**src/hbcp_defs.svh**
```systemverilog
// Constants of the H-bridge chopper and protection timing block
// What this block does
// - Forward: charge first-high/second-low, brake both lows, recovery first-low/second-high.
// - Reverse: charge first-low/second-high, brake both lows, recovery first-high/second-low.
// - Fault inputs are ignored for three oscillator clocks after blanking starts.
// - Detected fault syncs to oscillator, bridge off one clock later, four total.
// - Digital blanking is four oscillator clocks with select low, six with high.
// - Digital blanking restarts at each chopping period end while driving and at each phase input change.
// - Trip comparator is suppressed while digital blanking runs in charge.
// - A fixed 400 ns analog blanking also suppresses the trip comparator.
// - Chopping period is sixteen oscillator clocks.
// - After trip, decay is fast then slow, switching at 37.5 percent of period.
// - Trip after the mixed decay point keeps fast decay for the rest of period.
// - A latched fault keeps all bridge outputs off until reset.
`ifndef HBCP_DEFS_SVH
`define HBCP_DEFS_SVH
`define HBCP_OFF_CTRL 4'h0
`define HBCP_OFF_STATUS 4'h4
`define HBCP_OFF_MASK 4'h8
`define HBCP_OFF_STATE 4'hC
`define HBCP_CTRL_RST 1'b1
`define HBCP_ST_OVC 0
`define HBCP_ST_SOV 1
`define HBCP_ST_TRIP 2
`define HBCP_OSC_DIV 6
`define HBCP_CHOP_TICKS 16
`define HBCP_MDT_TICKS 6
`define HBCP_FBLK_TICKS 3
`define HBCP_DBLK_LO 4
`define HBCP_DBLK_HI 6
`define HBCP_CLK_NS 100
`define HBCP_ABLK_NS 400
`define HBCP_ABLK_CYC ((`HBCP_ABLK_NS + `HBCP_CLK_NS - 1) / `HBCP_CLK_NS)
`endif

```
**src/hbcp_pkg.sv**
```systemverilog
// Types of the H-bridge chopper and protection timing block
package hbcp_pkg;
  typedef enum logic [4:0] {
    HBCP_IDLE = 5'b0_0001,
    HBCP_CHARGE = 5'b0_0010,
    HBCP_FAST = 5'b0_0100,
    HBCP_SLOW = 5'b0_1000,
    HBCP_HALT = 5'b1_0000
  } hbcp_state_t;
endpackage

```
**src/hbcp_bridge.sv**
```systemverilog
// One H-bridge chopper with fault timing and Avalon-MM registers
//
// The implementer's own choices: the register offsets and the Avalon-MM slave port.
`timescale 1ns/1ns
`include "hbcp_defs.svh"
module hbcp_bridge #(
  parameter int OSC_DIV = `HBCP_OSC_DIV
) (
  // Clock and reset
  input wire logic CLK_SYS_IN,
  input wire logic RST_N_IN,
  // Controller pins
  input wire logic PHASE_A_IN,
  input wire logic PHASE_B_IN,
  input wire logic BLANK_SELECT_BRIDGE_A_IN,
  // Analog sensing
  input wire logic TRIP_CMP_IN,
  input wire logic OVER_CURRENT_FAULT_IN,
  input wire logic SENSE_OVERVOLTAGE_FAULT_IN,
  // Avalon-MM slave
  input wire logic [3:0] AVS_ADDRESS_IN,
  input wire logic AVS_READ_IN,
  input wire logic AVS_WRITE_IN,
  input wire logic [31:0] AVS_WRITEDATA_IN,
  output logic [31:0] AVS_READDATA_OUT,
  output logic AVS_WAITREQUEST_OUT,
  // Gates and interrupt
  output logic FIRST_HIGH_SIDE_OUT,
  output logic FIRST_LOW_SIDE_OUT,
  output logic SECOND_HIGH_SIDE_OUT,
  output logic SECOND_LOW_SIDE_OUT,
  output logic IRQ_OUT
);
  localparam int ACW = $clog2(OSC_DIV);

  // Refuse a divider too short to make a tick
  if (OSC_DIV < 2) begin : g_div_check
    $error("OSC_DIV must be at least 2");
  end

  // Pin synchronisers, two stages each
  logic [5:0] sync1_q, sync2_q;
  always_ff @(posedge CLK_SYS_IN) begin
    if (!RST_N_IN) begin
      sync1_q <= 6'h00;
      sync2_q <= 6'h00;
    end else begin
      sync1_q <= {PHASE_A_IN, PHASE_B_IN, BLANK_SELECT_BRIDGE_A_IN, TRIP_CMP_IN,
                  OVER_CURRENT_FAULT_IN, SENSE_OVERVOLTAGE_FAULT_IN};
      sync2_q <= sync1_q;
    end
  end
  logic ph_a, ph_b, blk_sel, trip_s, ovc_s, sov_s;
  assign {ph_a, ph_b, blk_sel, trip_s, ovc_s, sov_s} = sync2_q;

  // Register state
  logic ctrl_en_q, ctrl_en_d;
  logic [2:0] status_q, status_d, mask_q, mask_d;
  logic ack_q, ack_d;
  logic [31:0] rdata_q, rdata_d;
  // Core state
  hbcp_pkg::hbcp_state_t st_q, st_d;
  logic [ACW-1:0] div_q, div_d;
  logic [3:0] chop_q, chop_d;
  logic [2:0] dblk_q, dblk_d;
  logic [2:0] ablk_q, ablk_d;
  logic [1:0] fblk_q, fblk_d;
  logic [1:0] phase_q, phase_d;
  logic pend_q, pend_d;
  logic [1:0] fsrc_q, fsrc_d;
  logic halt_q, halt_d;
  logic [3:0] gate_q, gate_d;
  logic tick, restart, drive, fwd, trip_ok, fault_in, halt_rise;
  logic [3:0] target;

  // Avalon slave: one wait cycle, then answer
  always_comb begin
    ack_d = (AVS_READ_IN | AVS_WRITE_IN) & ~ack_q;
    rdata_d = rdata_q;
    ctrl_en_d = ctrl_en_q;
    mask_d = mask_q;
    status_d = status_q;
    if (AVS_READ_IN && !ack_q) begin
      if (AVS_ADDRESS_IN == `HBCP_OFF_CTRL) begin
        rdata_d = {31'h0000_0000, ctrl_en_q};
      end else if (AVS_ADDRESS_IN == `HBCP_OFF_STATUS) begin
        rdata_d = {29'h0000_0000, status_q};
      end else if (AVS_ADDRESS_IN == `HBCP_OFF_MASK) begin
        rdata_d = {29'h0000_0000, mask_q};
      end else if (AVS_ADDRESS_IN == `HBCP_OFF_STATE) begin
        rdata_d = {18'h0_0000, halt_q, st_q, chop_q, gate_q};
      end else begin
        rdata_d = 32'h0000_0000;
      end
    end
    if (AVS_WRITE_IN && ack_q) begin
      if (AVS_ADDRESS_IN == `HBCP_OFF_CTRL) begin
        ctrl_en_d = AVS_WRITEDATA_IN[0];
      end else if (AVS_ADDRESS_IN == `HBCP_OFF_STATUS) begin
        status_d = status_q & ~AVS_WRITEDATA_IN[2:0];
      end else if (AVS_ADDRESS_IN == `HBCP_OFF_MASK) begin
        mask_d = AVS_WRITEDATA_IN[2:0];
      end
    end
    // Events set after the clear, so a set wins
    if (halt_rise && fsrc_q[0]) status_d[`HBCP_ST_OVC] = 1'b1;
    if (halt_rise && fsrc_q[1]) status_d[`HBCP_ST_SOV] = 1'b1;
    if (st_q == hbcp_pkg::HBCP_CHARGE && trip_ok) status_d[`HBCP_ST_TRIP] = 1'b1;
  end

  always_ff @(posedge CLK_SYS_IN) begin
    if (!RST_N_IN) begin
      ack_q <= 1'b0;
      rdata_q <= 32'h0000_0000;
      ctrl_en_q <= `HBCP_CTRL_RST;
      mask_q <= 3'h0;
      status_q <= 3'h0;
    end else begin
      ack_q <= ack_d;
      rdata_q <= rdata_d;
      ctrl_en_q <= ctrl_en_d;
      mask_q <= mask_d;
      status_q <= status_d;
    end
  end

  assign AVS_WAITREQUEST_OUT = (AVS_READ_IN | AVS_WRITE_IN) & ~ack_q;
  assign AVS_READDATA_OUT = rdata_q;
  assign IRQ_OUT = |(status_q & mask_q);

  // Decode of phase pins: 10 forward, 01 reverse, 11 brake, 00 off
  assign drive = ph_a ^ ph_b;
  assign fwd = ph_a;
  assign tick = (div_q == ACW'(OSC_DIV - 1));
  assign restart = (phase_q != {ph_a, ph_b}) |
                   (tick && chop_q == 4'(`HBCP_CHOP_TICKS - 1) && drive);
  assign fault_in = ovc_s | sov_s;
  assign trip_ok = trip_s && dblk_q == 3'h0 && ablk_q == 3'h0;
  assign halt_rise = halt_d & ~halt_q;

  // Chopper, blanking and fault timing
  always_comb begin
    div_d = tick ? '0 : div_q + ACW'(1);
    chop_d = tick ? chop_q + 4'h1 : chop_q;
    phase_d = {ph_a, ph_b};
    dblk_d = dblk_q;
    ablk_d = (ablk_q != 3'h0) ? ablk_q - 3'h1 : 3'h0;
    fblk_d = fblk_q;
    if (tick && dblk_q != 3'h0) dblk_d = dblk_q - 3'h1;
    if (tick && fblk_q != 2'h0) fblk_d = fblk_q - 2'h1;
    if (restart) begin
      dblk_d = blk_sel ? 3'(`HBCP_DBLK_HI) : 3'(`HBCP_DBLK_LO);
      ablk_d = 3'(`HBCP_ABLK_CYC);
      fblk_d = 2'(`HBCP_FBLK_TICKS);
    end
    pend_d = pend_q | (fault_in && fblk_q == 2'h0);
    fsrc_d = pend_q ? fsrc_q : (fblk_q == 2'h0 ? {sov_s, ovc_s} : 2'h0);
    halt_d = halt_q | (pend_q & tick);
    st_d = st_q;
    case (st_q)
      hbcp_pkg::HBCP_IDLE: begin
        if (drive && ctrl_en_q) st_d = hbcp_pkg::HBCP_CHARGE;
      end
      hbcp_pkg::HBCP_CHARGE: begin
        if (trip_ok) st_d = hbcp_pkg::HBCP_FAST;
      end
      hbcp_pkg::HBCP_FAST: begin
        if (tick && chop_d == 4'(`HBCP_MDT_TICKS) && chop_q < 4'(`HBCP_MDT_TICKS))
          st_d = hbcp_pkg::HBCP_SLOW;
      end
      hbcp_pkg::HBCP_SLOW: begin
        st_d = hbcp_pkg::HBCP_SLOW;
      end
      default: begin
        st_d = hbcp_pkg::HBCP_HALT;
      end
    endcase
    if (st_q != hbcp_pkg::HBCP_HALT && st_q != hbcp_pkg::HBCP_IDLE && restart)
      st_d = hbcp_pkg::HBCP_CHARGE;
    if (!drive || !ctrl_en_q) st_d = hbcp_pkg::HBCP_IDLE;
    if (halt_d) st_d = hbcp_pkg::HBCP_HALT;
  end

  always_ff @(posedge CLK_SYS_IN) begin
    if (!RST_N_IN) begin
      div_q <= '0;
      chop_q <= 4'h0;
      phase_q <= 2'h0;
      dblk_q <= 3'h0;
      ablk_q <= 3'h0;
      fblk_q <= 2'h0;
      pend_q <= 1'b0;
      fsrc_q <= 2'h0;
      halt_q <= 1'b0;
      st_q <= hbcp_pkg::HBCP_IDLE;
    end else begin
      div_q <= div_d;
      chop_q <= chop_d;
      phase_q <= phase_d;
      dblk_q <= dblk_d;
      ablk_q <= ablk_d;
      fblk_q <= fblk_d;
      pend_q <= pend_d;
      fsrc_q <= fsrc_d;
      halt_q <= halt_d;
      st_q <= st_d;
    end
  end

  // Gate map {fhs, fls, shs, sls} with one all-off cycle between patterns
  always_comb begin
    target = 4'h0;
    if (ph_a && ph_b && ctrl_en_q) begin
      target = 4'b0101;
    end else if (st_q == hbcp_pkg::HBCP_CHARGE) begin
      target = fwd ? 4'b1001 : 4'b0110;
    end else if (st_q == hbcp_pkg::HBCP_SLOW) begin
      target = 4'b0101;
    end else if (st_q == hbcp_pkg::HBCP_FAST) begin
      target = fwd ? 4'b0110 : 4'b1001;
    end
    if (halt_q) target = 4'h0;
    gate_d = (gate_q != 4'h0 && target != gate_q) ? 4'h0 : target;
  end

  always_ff @(posedge CLK_SYS_IN) begin
    if (!RST_N_IN) begin
      gate_q <= 4'h0;
    end else begin
      gate_q <= gate_d;
    end
  end

  assign {FIRST_HIGH_SIDE_OUT, FIRST_LOW_SIDE_OUT,
          SECOND_HIGH_SIDE_OUT, SECOND_LOW_SIDE_OUT} = gate_q;

  // Checks
  a_leg_one_exclusive: assert property (@(posedge CLK_SYS_IN) disable iff (!RST_N_IN)
    !(FIRST_HIGH_SIDE_OUT && FIRST_LOW_SIDE_OUT)) else $error("first leg shoot");
  a_leg_two_exclusive: assert property (@(posedge CLK_SYS_IN) disable iff (!RST_N_IN)
    !(SECOND_HIGH_SIDE_OUT && SECOND_LOW_SIDE_OUT)) else $error("second leg shoot");
  a_halt_gates_off: assert property (@(posedge CLK_SYS_IN) disable iff (!RST_N_IN)
    halt_q |=> gate_q == 4'h0) else $error("gates on after fault");
  a_halt_sticky: assert property (@(posedge CLK_SYS_IN) disable iff (!RST_N_IN)
    halt_q |=> halt_q) else $error("fault latch released");
  a_fault_blanked: assert property (@(posedge CLK_SYS_IN) disable iff (!RST_N_IN)
    fblk_q != 2'h0 && !pend_q |=> !pend_q || $past(fblk_q) == 2'h0)
    else $error("fault taken in blanking");
  a_fault_to_off: assert property (@(posedge CLK_SYS_IN) disable iff (!RST_N_IN)
    $rose(pend_q) |-> ##[1:OSC_DIV] halt_q) else $error("fault not acted on");
  a_blank_length: assert property (@(posedge CLK_SYS_IN) disable iff (!RST_N_IN)
    restart |=> dblk_q == ($past(blk_sel) ? 3'(`HBCP_DBLK_HI) : 3'(`HBCP_DBLK_LO)))
    else $error("wrong blanking length");
  a_trip_suppressed: assert property (@(posedge CLK_SYS_IN) disable iff (!RST_N_IN)
    st_q == hbcp_pkg::HBCP_CHARGE && (dblk_q != 3'h0 || ablk_q != 3'h0) && !halt_d &&
    !restart && drive && ctrl_en_q |=> st_q == hbcp_pkg::HBCP_CHARGE)
    else $error("trip during blanking");
  a_chop_period: assert property (@(posedge CLK_SYS_IN) disable iff (!RST_N_IN)
    tick && chop_q == 4'hF |=> chop_q == 4'h0) else $error("chop period wrong");
  a_late_trip_fast: assert property (@(posedge CLK_SYS_IN) disable iff (!RST_N_IN)
    st_q == hbcp_pkg::HBCP_CHARGE && trip_ok && chop_q >= 4'(`HBCP_MDT_TICKS) && !restart
    && !halt_d && drive && ctrl_en_q |=> st_q == hbcp_pkg::HBCP_FAST)
    else $error("late trip not fast");
  a_fwd_charge_map: assert property (@(posedge CLK_SYS_IN) disable iff (!RST_N_IN)
    gate_q != 4'h0 && $past(st_q) == hbcp_pkg::HBCP_CHARGE && $past(fwd) &&
    !$past(ph_b) |-> gate_q == 4'b1001) else $error("forward charge map");
  a_rev_charge_map: assert property (@(posedge CLK_SYS_IN) disable iff (!RST_N_IN)
    gate_q != 4'h0 && $past(st_q) == hbcp_pkg::HBCP_CHARGE && !$past(fwd) |->
    gate_q == 4'b0110) else $error("reverse charge map");
endmodule

```
**config.mk**
```make
export PLATFORM = sky130hd
export DESIGN_NAME = hbcp_bridge
export DESIGN_NICKNAME = d
export VERILOG_FILES = /design/src/hbcp_pkg.sv /design/src/hbcp_bridge.sv
export VERILOG_INCLUDE_DIRS = /design/src
export SDC_FILE = /design/constraint.sdc
export NUM_CORES = 1
export LEC_CHECK = 0
export BUFFER_PORTS_ARGS = -buffer_cell sky130_fd_sc_hd__buf_2
export CELL_PAD_IN_SITES_DETAIL_PLACEMENT = 2
export CELL_PAD_IN_SITES_GLOBAL_PLACEMENT = 2
export CORE_MARGIN = 2
export CORE_UTILIZATION = 30
export DETAILED_ROUTE_END_ITERATION = 6
export GPL_TIMING_DRIVEN = 0
export PLACE_DENSITY_LB_ADDON = 0.3
export SYNTH_ARGS = -nofsm -noshare
export SYNTH_HDL_FRONTEND = slang
export SYNTH_SLANG_ARGS = --single-unit
```
**constraint.sdc**
```tcl
create_clock -name CLK_SYS_IN -period 2.6 [get_ports CLK_SYS_IN]
set_input_delay 0.13 -clock CLK_SYS_IN [delete_from_list [all_inputs] [get_ports CLK_SYS_IN]]
set_output_delay 0.13 -clock CLK_SYS_IN [all_outputs]
set_load 0.1 [all_outputs]
```
# Yosys cells after proc, flatten, opt, wreduce, memory -nomap -nowiden
# Cells that the tools add are included.
# classes
bitwise,18
n_lt_le_gt_ge,1
reduce_logical,54
mux,33
n_eq_ne,26
n_addsub,5
# op_table
cell,count
$mux 14,4
$mux 4,8
$mux 5,6
$mux 3,7
$logic_and 1x1->1,20
$ne 5x5->1 const B,4
$pmux 5 s4,1
$reduce_and 3->1,6
$reduce_bool 2->1,9
$eq 4x4->1 const B,3
$ne 3x3->1 const B,3
$reduce_or 3->1,3
$eq 4x3->1 const B,2
$mux 2,4
$and 3x3->3,2
$logic_not 3->1,2
$ne 2x1->1 const B,3
$ne 2x2->1 const B,3
$not 1->1,6
$reduce_bool 3->1,2
$sub 3x1->3 const B,2
$eq 5x1->1 const B,1
$eq 5x2->1 const B,1
$eq 5x3->1 const B,1
other kinds (23),34
# word_totals
out_inout_bits,38
register_bits,82
wordCells,160

# Longest topological paths before layout
# Gate-level depths: netlist (run 1).
# logic_depth
depth_word,10
ltp_mapped,9

# Worst setup path before layout (run 1)
# OpenSTA, ideal clock, no wires.
# synth_timing
path_kind,reg-to-reg
start,register gate_q[1]
end,register gate_q[0]
t_arrival_ps,1975
setup_ps,91
t_required_ps,2509
synth_period_minus_slack_ps,2066
path_stages_with_launch,7
n_path_buf,0
path_slack_ps,534
path_cell_list,dfxtp_1 and3_1 a31oi_1 o22ai_1 o31a_1 a31oi_1 a311oi_1
# synth_via
elab_chain_cells,3
word_cells_on_any_way,4
classes_between,1 x eq/ne; 3 x reduce/logical
# synth_lines
element,line,rtl
"start, declared",hbcp_bridge.sv:72,"logic [3:0] gate_q, gate_d;"
"start signal, assigned",hbcp_bridge.sv:230,gate_q <= gate_d;
$ne 4x4->1 or $reduce_bool 4->1 (tied branches),hbcp_bridge.sv:223,gate_d = (gate_q != 4'h0 && target != gate_q) ? 4'h0 : target;
$logic_and 1x1->1 *,hbcp_bridge.sv:223,
$reduce_or 2->1 (no source line) *,-,
# Every way passes the cells marked *; elsewhere a longest branch is shown, timed or not.
# A chain may end at the register's enable or synchronous reset.

# Worst setup path after layout (run 1)
# layout_timing
start,register chop_q[0]
end,register st_q[1]
# layout_via
elab_chain_cells,7
word_cells_on_any_way,16
classes_between,1 x add/sub; 1 x order compare; 5 x eq/ne; 2 x mux; 1 x bitwise; 6 x reduce/logical
# layout_lines
element,line,rtl
"start, declared",hbcp_bridge.sv:64,"logic [3:0] chop_q, chop_d;"
"start signal, assigned",hbcp_bridge.sv:198,chop_q <= chop_d;
$add 4x1->4 or $eq 4x4->1 (tied branches),"hbcp_bridge.sv:144, hbcp_bridge.sv:136",
$mux 4 or $logic_and 1x1->1 (tied branches),"hbcp_bridge.sv:144, hbcp_bridge.sv:136",
$eq 4x3->1 or $logic_and 1x1->1 (tied branches),"hbcp_bridge.sv:168, hbcp_bridge.sv:136",
$logic_and 1x1->1 or $or 1x1->1 (tied branches),"hbcp_bridge.sv:168, hbcp_bridge.sv:135",
"$logic_and 1x1->1, on equally long branches","hbcp_bridge.sv:168, hbcp_bridge.sv:178",
$ne 3x3->1 (no source line),-,
$reduce_and 3->1 (no source line),-,
"end signal, assigned",hbcp_bridge.sv:195,st_q <= hbcp_pkg::HBCP_IDLE;
"end signal, assigned",hbcp_bridge.sv:206,st_q <= st_d;
"end, declared",hbcp_bridge.sv:62,"hbcp_pkg::hbcp_state_t st_q, st_d;"
# Parallel ways exist; a longest one is shown, timed or not.

==> results of run 1 <==
cell type report:
class	instances	area (sq um)	area share, %
Buffer	34	199	5.48
Clock buffer	13	159	4.38
Clock inverter	3	40.0	1.10
Inverter	11	41.3	1.14
Multi-Input combinational cell	243	1510	41.6
Sequential cell	64	1280	35.3
Tap cell	133	166	4.59
Timing Repair Buffer	40	230	6.35
path summary, 6_finish.rpt:
| check | end | slack, ns | depth (start not counted) |
|---|---|---|---|
| setup / recovery | st_q[1] | 0.43 | 7 |
| hold / removal | mask_q[1] | 0.04 | 3 |
| setup reg to reg | st_q[1] | 0.43 | 7 |
| hold reg to reg | ablk_q[0] | 0.41 | 1 |
through the flow:
stage	instance area (sq um)	hold WS, ns
CTS	3630	0.0351
detailed placement	3370	0.342
finish	3630	0.0378
global placement	3370	0.335
floorplan	3030	0.257
global route	3630	0.0583
critical path, cell delays in order (launching register included):
cell and delay (ns):
sky130_fd_sc_hd__dfxtp_1 0.37, sky130_fd_sc_hd__ha_1 0.27, sky130_fd_sc_hd__or3b_4 0.40, sky130_fd_sc_hd__a2111oi_4 0.33, sky130_fd_sc_hd__nor2b_1 0.10, sky130_fd_sc_hd__o21ai_2 0.19
sky130_fd_sc_hd__o31ai_1 0.14, sky130_fd_sc_hd__a221oi_2 0.27
cells by family (layout without fill, tap and decap cells):
family | after synthesis | count (layout) | share of synthesized area [%]
buffers and inverters | 45 | 101 | 8.09
other | 1 | 18 | 0.126
flip-flops | 64 | 64 | 43.2
multiplexers | 9 | 9 | 3.54
adder cells (fa/ha/maj) | 9 | 9 | 3.79
AND/OR/NAND/NOR | 134 | 134 | 23.3
XOR/XNOR | 9 | 9 | 2.66
AO/OA/AOI/OAI | 64 | 64 | 15.3
flip-flops by register name, indices dropped and copies added, names as in the netlist, 3 cells and up:
name              flops
dblk_q                3
AVS_READDATA_OUT     14
status_q              3
div_q                 3
st_q                  5
ablk_q                3
sync2_q               6
gate_q                4
sync1_q               6
mask_q                3
chop_q                4
power breakdown:
| group | internal, mW | leakage [nW] | switching [mW] |
|---|---|---|---|
| Sequential | 1.01 | 0.521 | 0.0243 |
| Combinational | 0.100 | 0.902 | 0.244 |
| Clock | 0.493 | 0.103 | 0.387 |
| Total | 1.61 | 1.53 | 0.655 |
layout by cell type (no fill, tap or decap), drive strengths merged, types with 2 or more instances in the layout:
cell         Yosys  final
nor2b            8      8
or2              2      2
nor3b            3      3
and3             2      2
nand3            9      9
a21oi           18     18
and3b            2      2
buf             21     55
nand4            4      4
mux2i            6      6
conb             1     18
nand2b           7      7
o31ai            2      2
ha               9      9
nand2           18     18
clkinv           0      2
xor2             4      4
o21ai           10     10
inv             11     11
a22oi           17     17
nand3b           3      3
a2111oi          2      2
or3              2      2
clkbuf          13     26
and2            17     17
dfxtp           64     64
a31oi            5      5
nor2            47     47
mux2             2      2
dlygate4sd3      0      6
xnor2            5      5
nor3             6      6
layer usage:
layer	GRT usage, %	vias up
met2	28.7	50
met4	4.66	0
li1	-	1254
met5	0	-
met1	19.3	1272
met3	4.10	8
what timing repair did:
action,CTS,global route
setup endpoints to repair,0,0
resized for setup,0,0
hold buffers,6,0
hold endpoints to repair,6,0
==> results by stage, run 1 <==
Logic synthesis:
- Sorting the synthesized cells by area gives the leading types as sky130_fd_sc_hd__dfxtp_1 43%, sky130_fd_sc_hd__nor2_1 5.9%, sky130_fd_sc_hd__buf_4 4.6%, sky130_fd_sc_hd__a22oi_1 4.3%, sky130_fd_sc_hd__ha_1 3.8%.
- The cell area after synthesis is 2970 sq um.
- Of all flip-flops after synthesis, the portion carrying an async set or reset was 0%.
- The sequential-to-total area share from yosys stat is 43.2%.
- In this run the mean area of a mapped cell was 8.86 sq um.
- The number of flops mapped to enable cells by yosys is 0.
- The leading area contributor after synthesis is sky130_fd_sc_hd__dfxtp_1.
- The count of state elements after synthesis is 64.
- After synthesis, the largest area contributor takes up 43.2% of total cell area.
- The most common cell in the synthesized netlist is sky130_fd_sc_hd__dfxtp_1.
- In the synthesized netlist the dominant register cell turns out to be sky130_fd_sc_hd__dfxtp_1.
- The number of warnings reported in the yosys synthesis log is 0.
- The cell count after synthesis came out at 335.
- In the synthesized netlist, the cells that appear most often are 64 x sky130_fd_sc_hd__dfxtp_1, 47 x sky130_fd_sc_hd__nor2_1, 18 x sky130_fd_sc_hd__a21oi_1, 18 x sky130_fd_sc_hd__buf_4, 18 x sky130_fd_sc_hd__nand2_1.
- The unique cell type count in the Yosys netlist is 51.

Route:
- For this run, design rule violations remaining after detail routing come to 0.
- After detailed routing, the met2 layer carries 4.05 mm of wire.
- The final wirelength is 7.99 mm.
- After detailed routing, no signal wire sits above met4.
- The routed via count divided by cell count is 4.78.
- The length of routed wiring on met1 is 3.50 mm.
- The number of DRC markers after the initial detailed-route iteration is 65.
- The total length of routed met3 wires is 338 microns.
- After detailed routing, the average wire length per cell comes to 14.8 microns.
- The detail route stage leaves a number of antenna-violating nets equal to 0.
- The first-pass detailed-route iteration total is 4.
- The total via count after detailed routing is 2584.

Die:
- The count of boundary I/O pins is 84.
- The total area inside the core boundary comes to 9680 sq um.
- The width of the chip is 103 microns.
- Row generation in the floorplan step produced 36 rows.
- The y dimension of the die is 103 microns.
- The die area is 10700 sq um.
- Once the floorplan was initialized, standard cells occupied 30.6% of the core.

Placement:
- The number of buffers inserted by port buffering is 34.
- The routability congestion estimate is 0.777.
- Summed over all nets, the half-perimeter wirelength after detailed placement is 6.04 mm.
- The post-place setup slack is 0.421 ns.
- The post-placement cell count is 519.

STA:
- Setup repair after global routing left no endpoint under its margin.
- The number of failing hold endpoints at the final stage is 0.
- Setup violations remaining at the end of the flow were counted as 0.
- The maximum clock rate is 462 MHz.
- The count of pins over their slew limit is 0.
- For the final database, setup skew stands at 0.00667 ns.
- The final critical-path setup slack is 0.433 ns.
- The period utilization is 83.3%.
- For the final routed database, the setup TNS stands at 0 ns.
- The worst max-slew margin expressed relative to the limit is 59.2%.
- The post-route minimum period is 2.17 ns.
- The slew of the pin with the lowest slew margin is 0.612 ns.

Layout:
- The area growth from synthesis to layout is 22.2%.
- Cells fill 37.5% of the core in the end.
- Cells with a size suffix above 1 make up 19.1% of the layout.
- The layout has 1117 filler cells.
- The count of placed standard cells in the final layout, fillers left out is 541.
- The post-layout net count is 458.
- The number of antenna diodes in the final layout is 0.

Global routing:
- Entering global routing, the biggest net connects 11 pins.
- The first global-routing pass estimated 13.2 mm of wire.
- The initial antenna violation count is 0.
- The number of global-route vias before repair is 2642.
- The global routing usage summed across all routing layers is 16.2%.
- Global routing finished with a remaining overflow of 0.

Critical path:
- The worst endpoint required time is 2.85 ns.
- Tracing the worst setup path back leads to its startpoint at chop_q[0].
- In this run the worst path has a maximum fanout of 5.
- The nature of the critical path startpoint is a flip-flop.
- The worst setup path is captured at a flip-flop.
- The launch point of the worst reg-to-reg path is chop_q[0].
- The critical path is of the flip-flop to flip-flop type.
- Data arrives at the worst endpoint at 2.42 ns.

Worst hold path:
- The min-delay analysis places its worst path in the category input port to flip-flop.
- The worst hold path begins at AVS_WRITEDATA_IN[1].

CTS:
- The cell at the root of the clock tree is sky130_fd_sc_hd__clkbuf_8.
- The TritonCTS clock tree is done.
- Clock-pin slew was measured on the worst setup and hold paths at 0.07 ns.
- In this run the number of H-tree levels came out at 3.
- The clock reaches the later pin of the worst-skew pair after 0.34 ns.
- CTS saw 64 sinks.
- Counting along the longest clock path gives a buffer depth of 2.
- The number of buffers inserted by post-CTS setup repair is 0.
- Counting the buffers created by CTS gives 9.

Power and ir drop:
- The total power density per cell area is 624 nW/um^2.
- IR analysis of the VDD net gives a maximum drop of 0.225 mV.
- In this run the static leakage power is 1.53 nW.
- The design draws 2.26 mW.

Status:
- The run finished with clean final reports.

Flow run:
- Across the run, the number of max-cap violations was 0.
(Power assumes the default switching activity.)
==> run 2: changes to the inputs <==
==> constraint.sdc (replaced) <==
create_clock -name CLK_SYS_IN -period 2.15 [get_ports CLK_SYS_IN]
set_input_delay 0.1075 -clock CLK_SYS_IN [delete_from_list [all_inputs] [get_ports CLK_SYS_IN]]
set_output_delay 0.1075 -clock CLK_SYS_IN [all_outputs]
set_load 0.1 [all_outputs]
==> run 2 against run 1 <==
Net effect:
- utilization rose by 0.37 points
- maximum frequency rose by 5.9%
- routed wire length rose by 0.71%
- combinational power rose by 22%
- worst setup slack got worse by 0.33 ns
- global-route usage barely moved
- power rose by 21%
- critical path type unchanged
- largest cell class unchanged
- largest power group unchanged
- highest routed layer unchanged
==> results by stage, run 2 (synthesis results as in run 1) <==
Layout:
- Compared with the post-synthesis result, the final layout area differs by 23.4%.
- The flip-flop count of the largest register after layout is 14.
- The total area of multi-input combinational cells is 1540 sq um.
- Once layout is complete, the utilization of the core stands at 37.8%.
- The antenna diode instance count is 0.
- Registers take 1280 sq um.
- The post-route netlist has 21.0% of its cells at a drive strength greater than 1.
- The post-layout net count is 459.
- Once layout is complete, the cells apart from fillers number 542.
- The top cell types in the final layout, fill and taps aside, are 63 x sky130_fd_sc_hd__dfxtp_1, 47 x sky130_fd_sc_hd__nor2_1, 37 x sky130_fd_sc_hd__buf_2, 19 x sky130_fd_sc_hd__buf_4.
- The fill cell total of the finished layout is 1113.
- The library cell used most frequently in the layout, excluding fill and tap cells, is sky130_fd_sc_hd__dfxtp_1.

Critical path:
- By startpoint and endpoint, the worst setup path is classified as flip-flop to flip-flop.
- The critical path goes through ha_2 -> or3b_4 -> a2111oi_4 -> nor2b_1 -> o21ai_2 -> o31ai_2 -> a221oi_2.
- Along the worst path, the maximum fanout reaches 5.
- The end of the worst register-to-register path is st_q[1].
- The minimum setup slack among reg-to-reg paths is 0.10 ns.
- The worst register-to-register path begins at chop_q[0].
- The cell count of the worst reg-to-reg path is 7.
- The worst endpoint required time is 2.40 ns.
- The most critical setup path has its startpoint at chop_q[0].
- The type of element capturing the critical path is a flip-flop.
- In this design, the stage delay of the slowest critical-path cell is 0.39 ns.
- The slowest stage of the critical path is the sky130_fd_sc_hd__or3b_4 cell.
- The arrival time at the worst endpoint is 2.30 ns.
- The count of buffer and inverter cells on the critical path is 0.
- The nature of the critical path startpoint is a flip-flop.
- The cell family contributing the most delay on the critical path is compound AO/OA/AOI/OAI gates.

STA:
- Setup repair after global routing left no endpoint under its margin.
- Summed over all failing endpoints, the final setup total negative slack is 0 ns.
- At the pin with the least slew margin, the transition time is 0.610 ns.
- The worst path uses 95.1% of the clock period.
- For this run, the top clock speed supported by timing is 489 MHz.
- The worst max-slew margin expressed relative to the limit is 59.3%.
- The post-route minimum period is 2.05 ns.
- Clock skew on the completed layout was measured at 0.00509 ns.
- The final setup violation count is 0.
- The number of failing hold endpoints at the final stage was 0.
- The count of pins over their slew limit is 0.

Route:
- For this block, the initial DRC count from the detailed router was 62.
- Once detail routing completed, the nets flagged for antenna violations numbered 0.
- After detailed routing, the number of remaining DRC violations is 0.
- Dividing the detail-routed wire length by the instance count gives 14.8 microns.
- The routed via count divided by cell count is 4.78.
- The first-pass detailed-route iteration total is 4.
- Across all layers, the routed design uses 2590 vias.
- The final wirelength is 8.05 mm.

Power and ir drop:
- The total power density per cell area is 747 nW/um^2.
- Overall power consumption after layout is estimated at 2.74 mW.
- VDD sags by at most 0.273 mV.
- The analysis attributes to cell leakage a power of 1.53 nW.

Worst hold path:
- The launch point of the worst hold path is AVS_WRITEDATA_IN[1].
- The number of cells on the worst hold path is 3.
- The class of the worst hold path is input port to flip-flop.
- The worst hold path terminates at mask_q[1].

Die:
- The region available for standard cell placement spans 9680 sq um.
- The die is 103 microns tall.
- The starting density of the core is 30.6%.
- The floorplan step set the die width to 103 microns.
- The number of cell rows is 36.
- The die covers 10700 sq um.
- 84 I/O pins were placed.

Placement:
- Once placement completed, the tool counted placed cells totaling 519.
- During placement, the flow inserted port buffers numbering 34.
- Routability-driven placement finished with a final weighted congestion of 0.777.
- Detailed placement ended at an HPWL of 6.04 mm.

Global routing:
- Global routing used 16.2% of the available tracks across all layers.
- The number of global-route vias before repair came to 2640.
- The initial antenna violation count was 0.
- Entering global routing, the biggest net connects 11 pins.
- After global routing the overflow that remains totals 0.
- The global-route wire length before repair is 13.2 mm.

Status:
- The flow ran to the end, and the final reports show no timing, DRC or antenna violations.

CTS:
- The number of levels in the clock H-tree is 3.
- The insertion delay to the later sink of the worst-skew pair is 0.34 ns.
- The number of clock sinks is 64.
- The cell sitting at the root of the clock tree is a sky130_fd_sc_hd__clkbuf_8.
- The maximum clock insertion buffer count is 2.
- TritonCTS built the clock tree.
- The number of CTS-inserted buffers is 9.
- Clock-pin slew was measured on the worst setup and hold paths at 0.07 ns.

Flow run:
- The number of violations of the max-capacitance limit is 0.
## run 2: cell types whose count changed in the layout (fill, tap and decap cells not counted), sizes merged
cell	previous run	this run
buf	55	56
## run 2: stage by stage
stage	setup WS (ns)	cell area, sq um	hold WS, ns
final	0.105	3660	0.0161
after global placement	0.0547	3370	0.312
after CTS	0.0121	3630	0.0126
after global routing	0.000711	3660	0.0358
after detailed placement	-0.0285	3370	0.319
after floorplan	0.0841	3030	0.235
## run 2: power by group
part | switching (mW) | internal, mW
clock network | 0.465 | 0.596
registers | 0.0297 | 1.23
logic | 0.296 | 0.123
## run 2: area by class of cell
cell class | instances | share of cell area, %
buffer | 34 | 5.43
clock buffer | 13 | 4.34
clock inverter | 3 | 1.09
inverter | 11 | 1.13
multi-input combinational | 243 | 42.0
sequential | 64 | 35.0
tap | 133 | 4.54
timing repair buffer | 41 | 6.49
## run 2: how the worst max path moves through the flow
stage / slack [ns] / cells past startpoint / end
2_1_floorplan: 0.08 / 6 / gate_q[0]
3_3_place_gp: 0.05 / 7 / st_q[1]
3_5_place_dp: -0.03 / 7 / st_q[1]
4_1_cts: 0.01 / 7 / st_q[1]
5_1_grt: 0.0007 / 7 / gate_q[0]
6_report: 0.10 / 7 / st_q[1]
## run 2: what timing repair did
| action | in CTS | in global routing |
|---|---|---|
| endpoints found under the hold margin | 6 | 0 |
| buffers inserted | 0 | 1 |
| hold buffers | 6 | 0 |
| pin swaps | 0 | 1 |
| resized for setup | 2 | 5 |
| endpoints found under the setup margin | 2 | 7 |
## run 2: worst reg2reg max path, delay by kind of cell (launching register included)
family                     cells  cell delay, ns
adders and majority gates      1            0.22
DFF                            1            0.36
AOI/OAI and AO/OA              4            0.88
and+or+nand+nor                2            0.50
## run 2: per-layer routing
layer	global-route usage (%)	part of all wire (%)	vias to the layer above
li1	-	-	1259
met4	4.66	1.2	0
met2	28.7	51	44
met1	19.4	44	1277
met3	4.10	3.9	10
met5	0	0	-
==> run 3: changes to the inputs <==
==> constraint.sdc (replaced) <==
create_clock -name CLK_SYS_IN -period 2.2 [get_ports CLK_SYS_IN]
set_input_delay 0.11 -clock CLK_SYS_IN [delete_from_list [all_inputs] [get_ports CLK_SYS_IN]]
set_output_delay 0.11 -clock CLK_SYS_IN [all_outputs]
set_load 0.1 [all_outputs]
==> run 3 against run 2 <==
Net effect:
- register-to-register slack better by 0.03 ns
- critical path depth unchanged
- flip-flop and latch count unchanged
- highest routed layer unchanged
==> results by stage, run 3 (synthesis results as in run 1) <==
Die:
- After floorplanning, the core was sized to cover 9680 sq um.
- During I/O placement, the number of pins put on the boundary was 84.
- The y dimension of the die is 103 microns.
- For this configuration, the core starts out at a cell density of 30.6%.
- The die area is 10700 sq um.
- The floorplan step set the die width to 103 microns.
- Row generation in the floorplan step produced 36 rows.

Route:
- In the final routed layout, each cell accounts on average for 14.9 microns.
- The detail route stage leaves a number of antenna-violating nets equal to 0.
- In the routed layout, each cell is associated on average with a via count of 4.79.
- The DRC violation count after routing is 0.
- The final wirelength is 8.03 mm.
- Before antenna repair, the detailed router went through 4 iterations.
- The total via count after detailed routing is 2590.
- The first routing iteration left 65 violations.

Status:
- The flow ran to the end, and the final reports show no timing, DRC or antenna violations.

STA:
- The worst hold-check slack is 0.0187 ns.
- The period utilization is 94.0%.
- The final critical-path setup slack is 0.131 ns.
- The clock skew is 0.00487 ns.
- In this run the tightest slew margin relative to its limit is 59.1%.
- The count of pins over their slew limit is 0.
- Timing would allow up to 483 MHz.
- Setup repair after global routing left no endpoint under its margin.
- The total negative setup slack is 0 ns.
- For the finished layout, the period the worst path requires is 2.07 ns.
- The slew of the pin with the lowest slew margin is 0.614 ns.
- The final setup violation count is 0.
- The number of failing hold endpoints at the final stage came to 0.

Layout:
- At the end of the flow the core is filled with cells to 37.7%.
- In the final layout, the share of cells above drive strength 1 is 20.6%.
- The post-layout net count is 458.
- In the layout the commonest cells are 63 x sky130_fd_sc_hd__dfxtp_1, 47 x sky130_fd_sc_hd__nor2_1, 37 x sky130_fd_sc_hd__buf_2.
- 0 antenna diodes ended up in the layout.
- The most common cell after layout, fill and taps aside is sky130_fd_sc_hd__dfxtp_1.
- The flip-flop count of the largest register after layout is 14.
- The layout overhead on the synthesized area is 23.0%.

Critical path:
- The signal on the critical path passes through ha_2 -> or3b_4 -> a2111oi_4 -> nor2b_1 -> o21ai_2 -> o31ai_2 -> a221oi_2.
- The type of element capturing the critical path is a flip-flop.
- The maximum single-stage delay on the critical path is 0.39 ns.
- The critical path's slowest cell is sky130_fd_sc_hd__or3b_4.
- Of all nets on the critical path, the largest fanout is 5.
- The arrival time at the worst endpoint is 2.32 ns.
- The nature of the critical path startpoint is a flip-flop.
- The worst endpoint required time is 2.45 ns.
- The classification of the worst setup path is flip-flop to flip-flop.

Placement:
- Routability-driven placement finished with a final weighted congestion of 0.777.
- The post-place setup slack is 0.0215 ns.
- The wire-length estimate of the detail-placed layout is 6.04 mm.
- Port buffering added 34 buffers.

Global routing:
- For this run the aggregate overflow at the end of global routing stands at 0.
- The first global-routing pass estimated 13.2 mm of wire.
- The number of global-route vias before repair is 2642.
- For this run, the total global-route usage over all layers was measured as 16.2%.
- The initial antenna violation count is 0.
- Entering global routing, the biggest net connects 11 pins.

CTS:
- Clock tree synthesis found a total of 64 sinks.
- Buffers inserted during clock tree synthesis total 9.
- The tree is rooted in a sky130_fd_sc_hd__clkbuf_8.
- The clock transition at the registers of the reported paths is 0.07 ns.
- TritonCTS built the clock tree.
- The insertion delay to the later sink of the worst-skew pair is 0.34 ns.
- The longest clock path from root to sink contains 2 buffers.
- The number of buffers inserted by post-CTS setup repair is 0.
- The H-tree generated during clock tree synthesis spans 3 levels.

Power and ir drop:
- Power comes to 2.67 mW.
- The highest ir drop seen on vdd is 0.266 mV.
- For this design the static power due to leakage is 1.53 nW.
- The total power density per cell area is 733 nW/um^2.

Flow run:
- The number of violations of the max-capacitance limit is 0.

Worst hold path:
- The class of the worst hold path is input port to flip-flop.
-- run 3: where the power goes --
| group | internal (mW) | switching, mW | total, mW |
|---|---|---|---|
| logic | 0.120 | 0.289 | 0.409 |
| registers | 1.20 | 0.0291 | 1.23 |
| clock network | 0.583 | 0.454 | 1.04 |
| total | 1.90 | 0.772 | 2.67 |
-- run 3: what timing repair did --
item | 4_1_cts | 5_1_grt
endpoints found under the hold margin | 6 | 0
resized for setup | 0 | 6
endpoints found under the setup margin | 0 | 7
hold buffers | 6 | 0
-- run 3: path summary, 6_finish.rpt --
path	startpoint	end	slack, ns	depth (start not counted)
worst max-delay path	chop_q[0]	st_q[1]	0.13	7
worst min-delay path	AVS_WRITEDATA_IN[1]	mask_q[1]	0.02	3
worst max register to register	chop_q[0]	st_q[1]	0.13	7
worst min register to register	ablk_q[0]	ablk_q[0]	0.41	1
-- run 3: metrics by stage --
step / area [sq um] / instances
after floorplan: 3030 / 352
after global placement: 3370 / 519
after detailed placement: 3370 / 519
after CTS: 3630 / 541
after global routing: 3650 / 541
final: 3650 / 541
-- run 3: routing by layer --
metal	routed length [microns]	GRT usage [%]	up-vias
met2	4070	28.7	48
li1	-	-	1257
met5	0	0	-
met1	3530	19.3	1275
met4	99	4.66	0
met3	334	4.10	10
-- run 3: cell type report --
type / count / area (sq um)
timing repair buffer: 40 / 230
sequential: 64 / 1280
inverter: 11 / 41.3
multi-input combinational: 243 / 1530
clock buffer: 13 / 159
buffer: 34 / 199
fill: 1113 / 6030
clock inverter: 3 / 40.0
tap: 133 / 166
-- run 3: worst max-delay path: cells and delay by family, from the launching register on --
family                     cells  cell delay, ns
and+or+nand+nor                2            0.49
AOI/OAI and AO/OA              4            0.92
DFF                            1            0.36
adders and majority gates      1            0.22
